$ cat src/rtl/rrtxf_pkg.sv
// package for the read response transmit framer
// Function
// - read responses leave on the transmit stream as 64-bit beats; the header loads in one cycle, payload one byte pair per cycle
// - header beat: ack id 63:59, reserved 58:57, critical flag 56, prio, tt
// - format type in bits 51:48; value 13 marks a response packet
// - transaction type in bits 31:28; value 8 means response with data
// - status in bits 27:24; zero means transaction done successfully
// - target transaction tag in 23:16, first payload byte pair in 15:0
// - later beats carry up to four byte pairs, earliest pair in bits 63:48
// - empty count gives the unused low bytes of the final beat
// - a 32-byte response carries all bytes in five beats with header
// - lanes without field or payload are don't care to receivers
`default_nettype none
package rrtxf_pkg;
  localparam int DATA_W = 64;
  localparam int PAIR_W = 16;
  localparam int EMPTY_W = 3;
  localparam int LEN_W = 9;
  localparam logic [3:0] FTYPE_RESPONSE = 4'hd;
  localparam logic [3:0] TTYPE_RESP_DATA = 4'h8;
  localparam logic [3:0] STATUS_DONE = 4'h0;
  localparam logic [1:0] RSVD_VALUE = 2'h0;
  localparam int ACK_HI = 63;
  localparam int ACK_LO = 59;
  localparam int RSVD_HI = 58;
  localparam int RSVD_LO = 57;
  localparam int CRF_BIT = 56;
  localparam int PRIO_HI = 55;
  localparam int PRIO_LO = 54;
  localparam int TT_HI = 53;
  localparam int TT_LO = 52;
  localparam int FTYPE_HI = 51;
  localparam int FTYPE_LO = 48;
  localparam int TTYPE_HI = 31;
  localparam int TTYPE_LO = 28;
  localparam int STAT_HI = 27;
  localparam int STAT_LO = 24;
  localparam int TAG_HI = 23;
  localparam int TAG_LO = 16;
  localparam int PAIR0_HI = 15;

  typedef struct packed {
    logic [4:0] ack_id;
    logic critical_request_flag;
    logic [1:0] prio;
    logic [1:0] tt;
    logic [3:0] status;
    logic [7:0] target_transaction_tag;
    logic [LEN_W-1:0] byte_len;
  } rrtxf_hdr_s;

  typedef struct packed {
    logic valid;
    logic sop;
    logic eop;
    logic [EMPTY_W-1:0] empty;
    logic [DATA_W-1:0] data;
  } rrtxf_beat_s;
endpackage
`default_nettype wire

$ cat src/rtl/rrtxf_pair_lane.sv
// one 16-bit lane register of the outgoing beat
`default_nettype none
module rrtxf_pair_lane #(
  parameter int W = 16
) (
  input wire logic clk,
  input wire logic arst_n,
  input wire logic load,
  input wire logic [W-1:0] din,
  output logic [W-1:0] dout
);
  logic [W-1:0] q_q;
  logic [W-1:0] q_d;
  always_comb
  begin
    q_d = load ? din : q_q;
  end
  always_ff @(posedge clk or negedge arst_n)
  begin
    if (!arst_n)
      q_q <= '0;
    else
      q_q <= q_d;
  end
  assign dout = q_q;
endmodule
`default_nettype wire

$ cat src/rtl/rrtxf_ctrl.sv
// beat counter: turns a byte length into beat count and empty count
`default_nettype none
module rrtxf_ctrl (
  input wire logic [rrtxf_pkg::LEN_W-1:0] byte_len,
  output logic [rrtxf_pkg::LEN_W-1:0] beats,
  output logic [rrtxf_pkg::EMPTY_W-1:0] empty
);
  logic [rrtxf_pkg::LEN_W-1:0] total;
  always_comb
  begin
    // header takes 6 bytes of the first beat before payload
    total = byte_len + 9'h006;
    beats = (total + 9'h007) >> 3;
    empty = 3'(3'h0 - total[2:0]);
  end
endmodule
`default_nettype wire

$ cat src/rtl/rrtxf_top.sv
// read response transmit framer top
`default_nettype none
module rrtxf_top (
  input wire logic CLK,
  input wire logic ARST_N,
  input wire logic REQ_VALID,
  input wire rrtxf_pkg::rrtxf_hdr_s REQ_HDR,
  output logic REQ_READY,
  input wire logic PAIR_VALID,
  input wire logic [rrtxf_pkg::PAIR_W-1:0] PAIR_DATA,
  output logic PAIR_READY,
  input wire logic TX_READY,
  output rrtxf_pkg::rrtxf_beat_s TX_BEAT
);
  typedef enum logic [2:0] {
    IDLE = 3'h1,
    FILL = 3'h2,
    SEND = 3'h4
  } rrtxf_state_e;

  rrtxf_state_e st_q, st_d;
  logic [1:0] slot_q, slot_d;
  logic [rrtxf_pkg::LEN_W-1:0] left_q, left_d;
  logic [rrtxf_pkg::LEN_W-1:0] nbeat_q, nbeat_d;
  logic [rrtxf_pkg::EMPTY_W-1:0] empty_q, empty_d;
  logic first_q, first_d;
  logic [rrtxf_pkg::EMPTY_W-1:0] tx_empty_q, tx_empty_d;
  logic req_rdy_q, req_rdy_d, pair_rdy_q, pair_rdy_d;
  logic [rrtxf_pkg::PAIR_W-1:0] lane_din [4];
  logic vld_q, vld_d, sop_q, sop_d, eop_q, eop_d;
  logic rdy_q, rdy_d;
  logic [3:0] load;
  logic [rrtxf_pkg::PAIR_W-1:0] lane_out [4];
  logic [rrtxf_pkg::LEN_W-1:0] beats;
  logic [rrtxf_pkg::EMPTY_W-1:0] empty;
  logic take, hdr_take;
  logic [47:0] hdr_word;

  rrtxf_ctrl u_ctrl (
    .byte_len(REQ_HDR.byte_len),
    .beats(beats),
    .empty(empty)
  );

  // lanes 0..2 hold the header high bits in the first beat, so every
  // output bit comes straight from a lane flop with no first-beat mux
  genvar g;
  for (g = 0; g < 4; g++)
  begin : g_lane
    rrtxf_pair_lane #(.W(rrtxf_pkg::PAIR_W)) u_lane (
      .clk(CLK),
      .arst_n(ARST_N),
      .load(load[g]),
      .din(lane_din[g]),
      .dout(lane_out[g])
    );
  end

  always_comb
  begin
    // unused lanes left zero though receivers ignore them
    hdr_word = '0;
    hdr_word[rrtxf_pkg::ACK_HI-16:rrtxf_pkg::ACK_LO-16] =
      REQ_HDR.ack_id;
    hdr_word[rrtxf_pkg::RSVD_HI-16:rrtxf_pkg::RSVD_LO-16] =
      rrtxf_pkg::RSVD_VALUE;
    hdr_word[rrtxf_pkg::CRF_BIT-16] =
      REQ_HDR.critical_request_flag;
    hdr_word[rrtxf_pkg::PRIO_HI-16:rrtxf_pkg::PRIO_LO-16] =
      REQ_HDR.prio;
    hdr_word[rrtxf_pkg::TT_HI-16:rrtxf_pkg::TT_LO-16] =
      REQ_HDR.tt;
    hdr_word[rrtxf_pkg::FTYPE_HI-16:rrtxf_pkg::FTYPE_LO-16] =
      rrtxf_pkg::FTYPE_RESPONSE;
    hdr_word[rrtxf_pkg::TTYPE_HI-16:rrtxf_pkg::TTYPE_LO-16] =
      rrtxf_pkg::TTYPE_RESP_DATA;
    hdr_word[rrtxf_pkg::STAT_HI-16:rrtxf_pkg::STAT_LO-16] =
      REQ_HDR.status;
    hdr_word[rrtxf_pkg::TAG_HI-16:rrtxf_pkg::TAG_LO-16] =
      REQ_HDR.target_transaction_tag;
  end

  always_comb
  begin
    st_d = st_q;
    slot_d = slot_q;
    left_d = left_q;
    nbeat_d = nbeat_q;
    empty_d = empty_q;
    first_d = first_q;
    tx_empty_d = tx_empty_q;
    vld_d = vld_q;
    sop_d = sop_q;
    eop_d = eop_q;
    rdy_d = 1'b0;
    load = 4'h0;
    lane_din[0] = PAIR_DATA;
    lane_din[1] = PAIR_DATA;
    lane_din[2] = PAIR_DATA;
    lane_din[3] = PAIR_DATA;
    hdr_take = (st_q == IDLE) && REQ_VALID && rdy_q;
    take = (st_q == FILL) && PAIR_VALID && rdy_q;
    unique case (st_q)
      IDLE:
      begin
        rdy_d = 1'b1;
        if (hdr_take)
        begin
          load[2:0] = 3'h7;
          lane_din[0] = hdr_word[47:32];
          lane_din[1] = hdr_word[31:16];
          lane_din[2] = hdr_word[15:0];
          nbeat_d = beats;
          empty_d = empty;
          left_d = REQ_HDR.byte_len >> 1;
          first_d = 1'b1;
          slot_d = 2'h3; // first pair lands in bits 15:0
          st_d = FILL;
          rdy_d = 1'b0;
        end
      end
      FILL:
      begin
        rdy_d = 1'b1;
        if (take)
        begin
          load[slot_q] = 1'b1; // earliest pair in highest lane
          left_d = left_q - 9'h001;
          slot_d = slot_q + 2'h1;
        end
        // beat closes when lanes are full or bytes run out
        if (take && (slot_q == 2'h3 || left_q == 9'h001))
        begin
          st_d = SEND;
          rdy_d = 1'b0;
          vld_d = 1'b1;
          sop_d = first_q;
          eop_d = (nbeat_q == 9'h001);
          tx_empty_d = (nbeat_q == 9'h001) ? empty_q : 3'h0;
        end
      end
      SEND:
      begin
        if (TX_READY)
        begin
          vld_d = 1'b0;
          sop_d = 1'b0;
          eop_d = 1'b0;
          tx_empty_d = 3'h0;
          first_d = 1'b0;
          nbeat_d = nbeat_q - 9'h001;
          slot_d = 2'h0;
          st_d = eop_q ? IDLE : FILL;
          rdy_d = 1'b1;
        end
      end
      default:
      begin
        st_d = IDLE;
      end
    endcase
    // ready outputs registered so they come straight from flops
    req_rdy_d = rdy_d && (st_d == IDLE);
    pair_rdy_d = rdy_d && (st_d == FILL);
  end

  always_ff @(posedge CLK or negedge ARST_N)
  begin
    if (!ARST_N)
    begin
      st_q <= IDLE;
      slot_q <= 2'h0;
      left_q <= '0;
      nbeat_q <= '0;
      empty_q <= '0;
      first_q <= 1'b0;
      tx_empty_q <= '0;
      req_rdy_q <= 1'b0;
      pair_rdy_q <= 1'b0;
      vld_q <= 1'b0;
      sop_q <= 1'b0;
      eop_q <= 1'b0;
      rdy_q <= 1'b0;
    end
    else
    begin
      st_q <= st_d;
      slot_q <= slot_d;
      left_q <= left_d;
      nbeat_q <= nbeat_d;
      empty_q <= empty_d;
      first_q <= first_d;
      tx_empty_q <= tx_empty_d;
      req_rdy_q <= req_rdy_d;
      pair_rdy_q <= pair_rdy_d;
      vld_q <= vld_d;
      sop_q <= sop_d;
      eop_q <= eop_d;
      rdy_q <= rdy_d;
    end
  end

  // stale lanes of a short last beat are don't care
  always_comb
  begin
    TX_BEAT.valid = vld_q;
    TX_BEAT.sop = sop_q;
    TX_BEAT.eop = eop_q;
    TX_BEAT.empty = tx_empty_q;
    TX_BEAT.data = {lane_out[0], lane_out[1], lane_out[2], lane_out[3]};
  end
  assign REQ_READY = req_rdy_q;
  assign PAIR_READY = pair_rdy_q;
endmodule
`default_nettype wire

$ cat config.mk
export PLATFORM = sky130hd
export DESIGN_NAME = rrtxf_top
export DESIGN_NICKNAME = d
export VERILOG_FILES = /design/src/rtl/rrtxf_pkg.sv /design/src/rtl/rrtxf_pair_lane.sv /design/src/rtl/rrtxf_ctrl.sv /design/src/rtl/rrtxf_top.sv
export SDC_FILE = /design/constraint.sdc
export NUM_CORES = 1
export LEC_CHECK = 0
export BUFFER_PORTS_ARGS = -buffer_cell sky130_fd_sc_hd__buf_2
export CORE_ASPECT_RATIO = 2
export CORE_MARGIN = 2
export CORE_UTILIZATION = 40
export DETAILED_ROUTE_END_ITERATION = 8
export SETUP_SLACK_MARGIN = 0.4
export SYNTH_ARGS = -nofsm -noshare
export SYNTH_HDL_FRONTEND = slang
export SYNTH_SLANG_ARGS = --single-unit
$ cat constraint.sdc
create_clock -name CLK -period 2.4 [get_ports CLK]
set_input_delay 0.36 -clock CLK [delete_from_list [all_inputs] [get_ports CLK]]
set_output_delay 0.36 -clock CLK [all_outputs]
set_load 0.02 [all_outputs]
==> results of run 1 <==
==> per-layer routing <==
metal	GRT usage, %	share of wire, %	up-vias	wire length, um
met5	0	0	-	0
li1	-	-	2027	-
met1	21.89	39	2014	4969
met4	7.377	2.3	0	301
met3	3.252	3.7	19	480
met2	36.36	55	128	7138
==> sequential cells by signal (all words and copies together) (netlist names), 2 cells and up <==
name                flops
nbeat_q                 9
slot_q                  2
left_q                  9
st_q                    3
empty_q                 3
tx_empty_q              3
g_lane.u_lane.dout     64
==> what timing repair did <==
action                                  4_1_cts  5_1_grt
endpoints found under the setup margin       43       74
buffers inserted                              0        9
hold buffers                                  1        0
gates resized for setup                       2        8
endpoints found under the hold margin        17        0
gates cloned                                  0        1
pin swaps                                     1        4
==> area by class of cell <==
cell class | instances | share of cell area (%)
Clock inverter | 5 | 1.375
Multi-Input combinational cell | 359 | 37.49
Inverter | 14 | 0.8493
Antenna cell | 1 | 0.04044
Sequential cell | 100 | 40.49
Timing Repair Buffer | 146 | 13.08
Clock buffer | 10 | 3.701
Tap cell | 147 | 2.973
==> placed cells by master (no fill, tap or decap), drive strengths merged, types with 3 or more instances in the layout <==
cell type / count
dfrtp: 99
nor4: 6
nor2: 24
and2: 7
a211oi: 5
nand2: 80
xor2: 5
ha: 12
clkbuf: 10
nand3b: 6
or2: 3
o21ai: 52
nor3: 10
inv: 15
nor3b: 8
a21oi: 39
a21o: 13
xnor2: 9
buf: 145
nand4b: 4
or4: 3
mux2: 22
a22o: 5
nand3: 7
nor2b: 3
==> kinds of logic (layout without fill, tap and decap cells) <==
group | after synthesis | after routing | synth area share [%]
AOI/OAI and AO/OA | 139 | 139 | 17.22
xor gates and xnor gates | 14 | 14 | 2.453
muxes | 22 | 22 | 4.956
other | 0 | 1 | 0
adders and majority gates | 12 | 12 | 3.004
buffers and inverters | 47 | 175 | 4.505
and+or+nand+nor | 171 | 172 | 17.77
DFF | 100 | 100 | 50.09
==> where the power goes <==
group / total (mW) / internal (mW) / leakage, nW / switching, mW
sequential: 2.80 / 2.35 / 1.27 / 0.453
combinational: 3.09 / 1.19 / 1.70 / 1.90
clock: 1.53 / 0.914 / 0.149 / 0.612
==> critical path: cells and delay by family (launching register included) <==
kind	cells	cell delay (ps)
multiplexers	1	270
buffers and inverters	1	220
flip-flops	1	600
AND/OR/NAND/NOR	3	740
==> final timing paths <==
kind                       slack (ps)                         to  depth (start not counted)          start
min                               250  g_lane[3].u_lane.dout[14]                          2  PAIR_DATA[14]
min in group asynchronous         430   g_lane[2].u_lane.dout[6]                          2         ARST_N
max reg2reg                       460   g_lane[1].u_lane.dout[7]                          5        st_q[0]
min reg2reg                       470                      vld_q                          1          vld_q
max in group asynchronous        1240                    st_q[1]                          3         ARST_N
max                               460   g_lane[1].u_lane.dout[7]                          5        st_q[0]
==> impl_metrics.tcl, run 1 <==
set metrics [dict create \
    setup.worst_path.end_class "flip-flop" \
    hpwl_um 9587 \
    postLayoutCoreUtil_pct 50.73 \
    cts-root-buf "clkbuf_16" \
    synthTopCellsByCount "dfrtp_1 (99), nand2_1 (80), o21ai_0 (49), a21oi_1 (38), nor2_1 (22)" \
    path_class "flip-flop to flip-flop" \
    wl_per_cell_um 16.48 \
    drtIter0Drc 138 \
    min_period_ps 1942 \
    clk-insertion-delay-late_ps 340 \
    seq_area_um2 2505 \
    max_cap_violations 0 \
    grt.overflow.total 0 \
    tns_ps 0 \
    crit_path_cell_trace "nand4b_1 > buf_4 > or2_4 > and2_1 > mux2_2" \
    power_mw 7.417 \
    num_rows 57 \
    avgSynthCellArea_um2 9.898 \
    finalSetupViolCount 0 \
    dp_cells 755 \
    cts_buffers 9 \
    synthCells 505 \
    worst_pin_slew_ps 741.3 \
    power.leakage_nw 3.120 \
    syn_nets 569 \
    io_buffers 123 \
    core-area_um2 12200 \
    cp_max_fo 13 \
    fin_crit_sh_pct 80.93 \
    hp-class "input port to flip-flop" \
    initial_core_util_pct 40.99 \
    synth_cell_types 65 \
    vias_per_cell 5.355 \
    syn-cell-area_um2 4999 \
    synthTopCellsByArea "dfrtp_1 (50%), nand2_1 (6.0%), o21ai_0 (4.9%)" \
    die_height_um 162.1 \
    ys_seq_area_share_pct 50.09 \
    final_area_um2 6187 \
    cts_tree "done" \
    nNetsFinal 694 \
    slew_violations 0 \
    drive_gt1_share_pct 31.70 \
    dieArea_um2 13460 \
    drtPass1Iterations 5 \
    antenna_found_initial 1 \
    ys.flop_type "dfrtp_1" \
    filler_cell_count 1142 \
    gp_congestion 0.8002 \
    crit_path_start_kind "flip-flop" \
    ir_drop_mv 0.9229 \
    synth_top_area_share_pct 49.56 \
    htreeDepth 3 \
    arrival_ps 2170 \
    synth_most_common_cell "dfrtp_1" \
    grt_pass1_wl_um 21260 \
    die_w_um 83.05 \
    multi_input_area_um2 2320 \
    grt_usage_pct 19.49 \
    hold_violations 0 \
    hold_ws_ps 253.4 \
    ys.warnings.count 0 \
    cp_slowest_cell "dfstp_2" \
    status "completed" \
    async_flop_share_pct 100.0 \
    final_cells 782 \
    postRouteAntennaNets 0 \
    synth_edf_count 0 \
    area_delta_synth_final_pct 23.78 \
    cts_num_sinks 100 \
    critical-path-max-stage-delay_ps 600 \
    vias 4188 \
    grt_pass1_vias 4180 \
    cts_buffer_depth 2 \
    clock_skew_ps 8.878 \
    cp_data_required_time_ps 2630 \
    drc_errors 0 \
    rsz0062_at_grt "no" \
    powerDensity_nw_per_um2 1199 \
    relSlewSlack_pct 50.39 \
    grt_max_degree 84 \
    wl_um 12890 \
    place_ws_ps 150.8 \
    cts.clk_slew.worst_paths_ps 70 \
    max_freq_mhz 514.8 \
    synth_top_cell_by_area "dfrtp_1" \
    placed_cell_area_um2 5746 \
    pin_count 124 \
    synth_seq_cells 100 \
    worst_slack_ps 457.6 \
]
Power figures use the tool's default switching activity.
==> run 2, diff against run 1 <==
ABC_AREA = 1   (was unset)
PLACE_DENSITY = 0.65   (was unset)
clock period = 1.78 ns   (was 2.4 ns; I/O delays follow)
==> run 2 against run 1 <==
  * Hold slack got worse by 97 ps
  * Global-route usage rose by 2.3 points
  * Critical path type unchanged
  * Count of clock-buffer cells in the layout did not move
  * Sequential power rose by 39%
  * Cell count rose by 12%
  * Fmax rose by 15%
  * Synthesized area fell by 1.9%
  * Synthesized cell count rose by 13%
  * First-iteration DRC count rose by 68%
==> impl_metrics.tcl, run 2 <==
set metrics [dict create \
    status "completed" \
    num_rows 57 \
    ir_drop_mv 0.9775 \
    grt_usage_pct 21.78 \
    finalSetupViolCount 0 \
    wl_um 14790 \
    area_delta_synth_final_pct 39.58 \
    ys.flop_type "dfrtp_1" \
    wl_per_cell_um 16.84 \
    synth_top_cell_by_area "dfrtp_1" \
    min_period_ps 1690 \
    drive_gt1_share_pct 37.35 \
    synth_edf_count 0 \
    path_class "flip-flop to flip-flop" \
    drc_errors 0 \
    drtIter0Drc 232 \
    ys.warnings.count 0 \
    cts_tree "done" \
    tns_ps 0 \
    cts_num_sinks 100 \
    initial_core_util_pct 40.70 \
    hold_ws_ps 156.5 \
    cp_max_fo 8 \
    worst_pin_slew_ps 441.3 \
    synth_most_common_cell "nand2_1" \
    drtPass1Iterations 5 \
    gp_congestion 0.8552 \
    vias_per_cell 5.244 \
    final_common_cell "buf_2" \
    core-area_um2 12050 \
    relSlewSlack_pct 70.55 \
    cts-root-buf "clkbuf_16" \
    max_freq_mhz 591.9 \
    powerDensity_nw_per_um2 1693 \
    placed_cell_area_um2 5779 \
    max_cap_violations 0 \
    largest_register_ffs 64 \
    antenna_cells 0 \
    postRouteAntennaNets 0 \
    synthTopCellsByCount "nand2_1 (106), dfrtp_1 (99), nor2_1 (80), inv_1 (57), o21ai_0 (47)" \
    synthCells 571 \
    dieArea_um2 13220 \
    grt.overflow.total 0 \
    arrival_ps 1960 \
    cts_buffer_depth 2 \
    ys_seq_area_share_pct 51.03 \
    final_area_um2 6848 \
    hp-class "input port to flip-flop" \
    clk-insertion-delay-late_ps 350 \
    nNetsFinal 790 \
    rsz0062_at_grt "yes" \
    io_buffers 123 \
    setup.worst_path.end_class "flip-flop" \
    worst_slack_ps 90.44 \
    place_ws_ps -19.53 \
    pin_count 124 \
    synthTopCellsByArea "dfrtp_1 (50%), nand2_1 (8.1%), nor2_1 (6.1%)" \
    grt_max_degree 43 \
    fin_crit_sh_pct 94.92 \
    clock_skew_ps 8.802 \
    power.leakage_nw 3.380 \
    cts.clk_slew.worst_paths_ps 70 \
    hpwl_um 9682 \
    cts_buffers 9 \
    synth_cell_types 38 \
    grt_pass1_vias 4471 \
    slew_violations 0 \
    avgSynthCellArea_um2 8.592 \
    syn-cell-area_um2 4906 \
    htreeDepth 3 \
    die_height_um 160.6 \
    hold_violations 0 \
    grt_pass1_wl_um 21770 \
    vias 4604 \
    async_flop_share_pct 100.0 \
    antenna_found_initial 0 \
    die_w_um 82.31 \
    syn_nets 635 \
    cp_data_required_time_ps 2050 \
    synth_seq_cells 100 \
    crit_path_start_kind "flip-flop" \
    most-common-layout-cells "buf_2 (122), dfrtp_1 (98), nand2_1 (87)" \
    synth_top_area_share_pct 50.50 \
]
run 2: worst max-delay path, cell delays in order, from the launching register on:
cell and delay [ps]:
dfstp_2 560, inv_4 50, nor3_4 160, nand3_4 160, buf_12 190, nand2_4 130, buf_12 140, nor2_1 40
a31oi_1 170
run 2: repair_timing:
item,in CTS,in global routing
gates resized for setup,61,48
endpoints found under the hold margin,26,0
pin swaps,14,15
setup buffers,16,3
endpoints found under the setup margin,96,100
hold buffers,1,0
gates cloned,6,6
run 2: layout make-up:
cell class	instances	area, um2
Clock inverter	6	78.83
Fill cell	1062	5205
Clock buffer	10	239.0
Tap cell	147	183.9
Sequential cell	100	2505
Multi-Input combinational cell	388	2392
Inverter	62	247.7
Timing Repair Buffer	165	1201
run 2: final timing paths:
path	startpoint	endpoint	slack [ps]	depth (start not counted)
setup / recovery	st_q[0]	g_lane[0].u_lane.dout[6]	90	8
hold reg to reg	nbeat_q[6]	nbeat_q[6]	490	1
max in group asynchronous	ARST_N	nbeat_q[0]	800	3
min in group asynchronous	ARST_N	g_lane[3].u_lane.dout[10]	380	2
setup reg to reg	st_q[0]	g_lane[0].u_lane.dout[6]	90	8
hold / removal	REQ_HDR[18]	g_lane[2].u_lane.dout[9]	160	3
run 2: cells by family (layout without fill, tap and decap cells):
group	after synthesis	count (layout)	synth area share (%)
AO/OA/AOI/OAI	106	106	11.86
multiplexers	8	8	1.836
XOR/XNOR	6	6	1.071
buffers and inverters	86	243	7.651
adder cells (fa/ha/maj)	12	12	3.060
AND/OR/NAND/NOR	253	256	23.49
flip-flops	100	100	51.03
run 2: metal layers:
| layer | vias to the layer above | global-route usage (%) | wire length, um |
|---|---|---|---|
| met5 | - | 0 | 0 |
| li1 | 2184 | - | - |
| met1 | 2210 | 21.70 | 4870 |
| met3 | 38 | 4.326 | 817 |
| met4 | 0 | 9.091 | 542 |
| met2 | 172 | 41.31 | 8555 |
run 2: through the flow:
step                      util [%]  total power [mW]  cells
after CTS                    54.14             11.07    869
after global routing         56.82             12.35    878
after floorplan                  -             6.965    571
after global placement       47.95             8.235    830
final                        56.82             11.59    878
after detailed placement     47.95             8.380    830
run 2: report_power, final:
group          internal, mW  switching, mW  total, mW
sequential             3.24          0.656       3.90
combinational          2.22           3.40       5.62
clock                  1.16          0.920       2.08
==> run 3, diff against run 2 <==
CTS_BUF_LIST = sky130_fd_sc_hd__clkbuf_4 sky130_fd_sc_hd__clkbuf_8   (was unset)
RECOVER_POWER = 50   (was unset)
SLEW_MARGIN = 0   (was unset)
==> run 3 against run 2 <==
  * Flip-flop and latch count stayed put
  * Utilization is 0.35 points lower
  * Sequential share of layout area is 0.23 points higher
  * Global-route usage hardly changed
  * Critical path depth stayed put
  * Clock skew is 5.3 ps higher
  * Highest routed layer unchanged
  * Critical path type unchanged
  * Combinational power hardly changed
  * Non-clock buffer count is 6 higher
  * Cell count is 0.80% higher
  * Largest power group unchanged
  * Count of clock-buffer cells in the layout stayed put
==> impl_metrics.tcl, run 3 (same netlist as run 2, synthesis figures left out) <==
set metrics [dict create \
    status "completed" \
    wl_per_cell_um 16.93 \
    r2r_start "st_q[0]" \
    path_class "flip-flop to flip-flop" \
    hold_violations 0 \
    cts_buffer_depth 2 \
    most-common-layout-cells "dfrtp_1 (98), nand2_1 (89), buf_2 (86)" \
    final_common_cell "dfrtp_1" \
    cts.clk_slew.worst_paths_ps 110 \
    antenna_cells 0 \
    grt_usage_pct 21.77 \
    grt_pass1_wl_um 21920 \
    nNetsFinal 797 \
    arrival_ps 1950 \
    cts_buffers 9 \
    drc_errors 0 \
    rsz0062_at_grt "yes" \
    vias 4643 \
    setup.worst_path.end_class "flip-flop" \
    initial_core_util_pct 40.70 \
    use_met2_pct 40.62 \
    drtIter0Drc 242 \
    dieArea_um2 13220 \
    hpwl_um 9682 \
    met3_usage_pct 3.876 \
    clock_skew_ps 14.07 \
    grtUsageMet1_pct 22.01 \
    slew_violations 0 \
    die_w_um 82.31 \
    gp_congestion 0.8552 \
    drive_gt1_share_pct 32.79 \
    max_cap_violations 0 \
    cp_max_fo 8 \
    finalSetupViolCount 0 \
    crit_path_start_kind "flip-flop" \
    hold_ws_ps 128.4 \
    cts_tree "done" \
    crit_start "st_q[0]" \
    grt_max_degree 43 \
    clk-insertion-delay-late_ps 370 \
    final_area_um2 6805 \
    fin_crit_sh_pct 93.24 \
    area_delta_synth_final_pct 38.71 \
    postRouteAntennaNets 0 \
    num_rows 57 \
    largest_register_ffs 64 \
    relSlewSlack_pct 48.60 \
    cp-endpoint "g_lane[2].u_lane.dout[6]" \
    die_height_um 160.6 \
    r2r-end "g_lane[2].u_lane.dout[6]" \
    io_buffers 123 \
    antenna_found_initial 0 \
    cts_num_sinks 100 \
    core-area_um2 12050 \
    grt.overflow.total 0 \
    pin_count 124 \
    min_period_ps 1660 \
    worst_pin_slew_ps 771.0 \
    drtPass1Iterations 5 \
    hp-class "input port to flip-flop" \
    cp_data_required_time_ps 2070 \
    powerDensity_nw_per_um2 1636 \
    power.leakage_nw 3.272 \
    postLayoutCoreUtil_pct 56.46 \
    htreeDepth 3 \
    grt.busiest_layer "met2" \
    final_cells 885 \
    filler_cell_count 1091 \
    placed_cell_area_um2 5779 \
    reg2regPathDepth 8 \
    vias_per_cell 5.246 \
    cts-root-buf "clkbuf_8" \
    dp_cells 830 \
    r2r_setup_slack_ps 120 \
    max_freq_mhz 602.6 \
    wl_um 14980 \
    ir_drop_mv 0.8061 \
    grt_pass1_vias 4560 \
    tns_ps 0 \
]
[run 3: cell types whose count changed in the layout (fill, tap and decap cells not counted), moves of 3 or more]
| cell | previous run | this run |
|---|---|---|
| mux2_2 | 4 | 0 |
| mux2_4 | 4 | 8 |
| buf_4 | 17 | 23 |
| buf_12 | 5 | 8 |
| buf_6 | 10 | 4 |
| clkbuf_8 | 1 | 10 |
| nand2_2 | 16 | 12 |
| nor2_2 | 10 | 7 |
| clkbuf_1 | 0 | 36 |
| clkbuf_2 | 0 | 3 |
| clkbuf_16 | 13 | 4 |
| buf_2 | 122 | 86 |
[run 3: through the flow]
step / power [mW] / worst slack (ps)
after floorplan: 6.965 / 234.6
after global placement: 8.235 / 35.12
after detailed placement: 8.380 / -19.53
after CTS: 10.65 / 92.63
after global routing: 11.86 / -21.51
final: 11.13 / 120.4
[run 3: worst min-delay path by stage]
stage	startpoint	end	slack, ps	depth (start not counted)
floorplan	ARST_N	PAIR_READY	-30	0
global placement	ARST_N	g_lane[0].u_lane.dout[10]	210	1
detailed placement	ARST_N	g_lane[3].u_lane.dout[10]	220	1
CTS	REQ_HDR[18]	g_lane[2].u_lane.dout[9]	120	3
global route	REQ_HDR[19]	g_lane[2].u_lane.dout[10]	120	3
finish	REQ_HDR[18]	g_lane[2].u_lane.dout[9]	130	3
[run 3: cell type report]
| class | instances | area, um2 | area share [%] |
|---|---|---|---|
| Clock buffer | 10 | 137.6 | 2.022 |
| Clock inverter | 6 | 78.83 | 1.158 |
| Inverter | 62 | 254.0 | 3.732 |
| Multi-Input combinational cell | 388 | 2430 | 35.71 |
| Sequential cell | 100 | 2505 | 36.81 |
| Tap cell | 147 | 183.9 | 2.703 |
| Timing Repair Buffer | 171 | 1209 | 17.76 |
| Timing Repair inverter | 1 | 7.507 | 0.1103 |
[run 3: report_power, final]
part / switching [mW] / internal (mW) / leakage [nW]
Sequential: 0.686 / 3.24 / 1.19
Combinational: 3.45 / 2.19 / 1.97
Clock: 0.860 / 0.716 / 0.110
Total: 4.99 / 6.14 / 3.27
[run 3: routing by layer]
layer	vias to the layer above	wire length, um
met2	168	8513
met5	-	0
met4	0	533
met3	32	748
li1	2198	-
met1	2245	5188
[run 3: repair_timing]
action,in CTS,in global routing
pin swaps,13,16
resized for setup,57,57
hold endpoints to repair,26,0
buffers inserted,17,9
cloned,8,4
setup endpoints to repair,97,100
hold buffers,1,0
[run 3: worst max-delay path: stages (launching register included)]
cell	delay (ps)
dfstp_2	570
inv_4	50
nor3_4	160
nand3_4	150
buf_12	190
nand2_8	100
clkbuf_16	170
nor2_2	40
a31oi_1	150
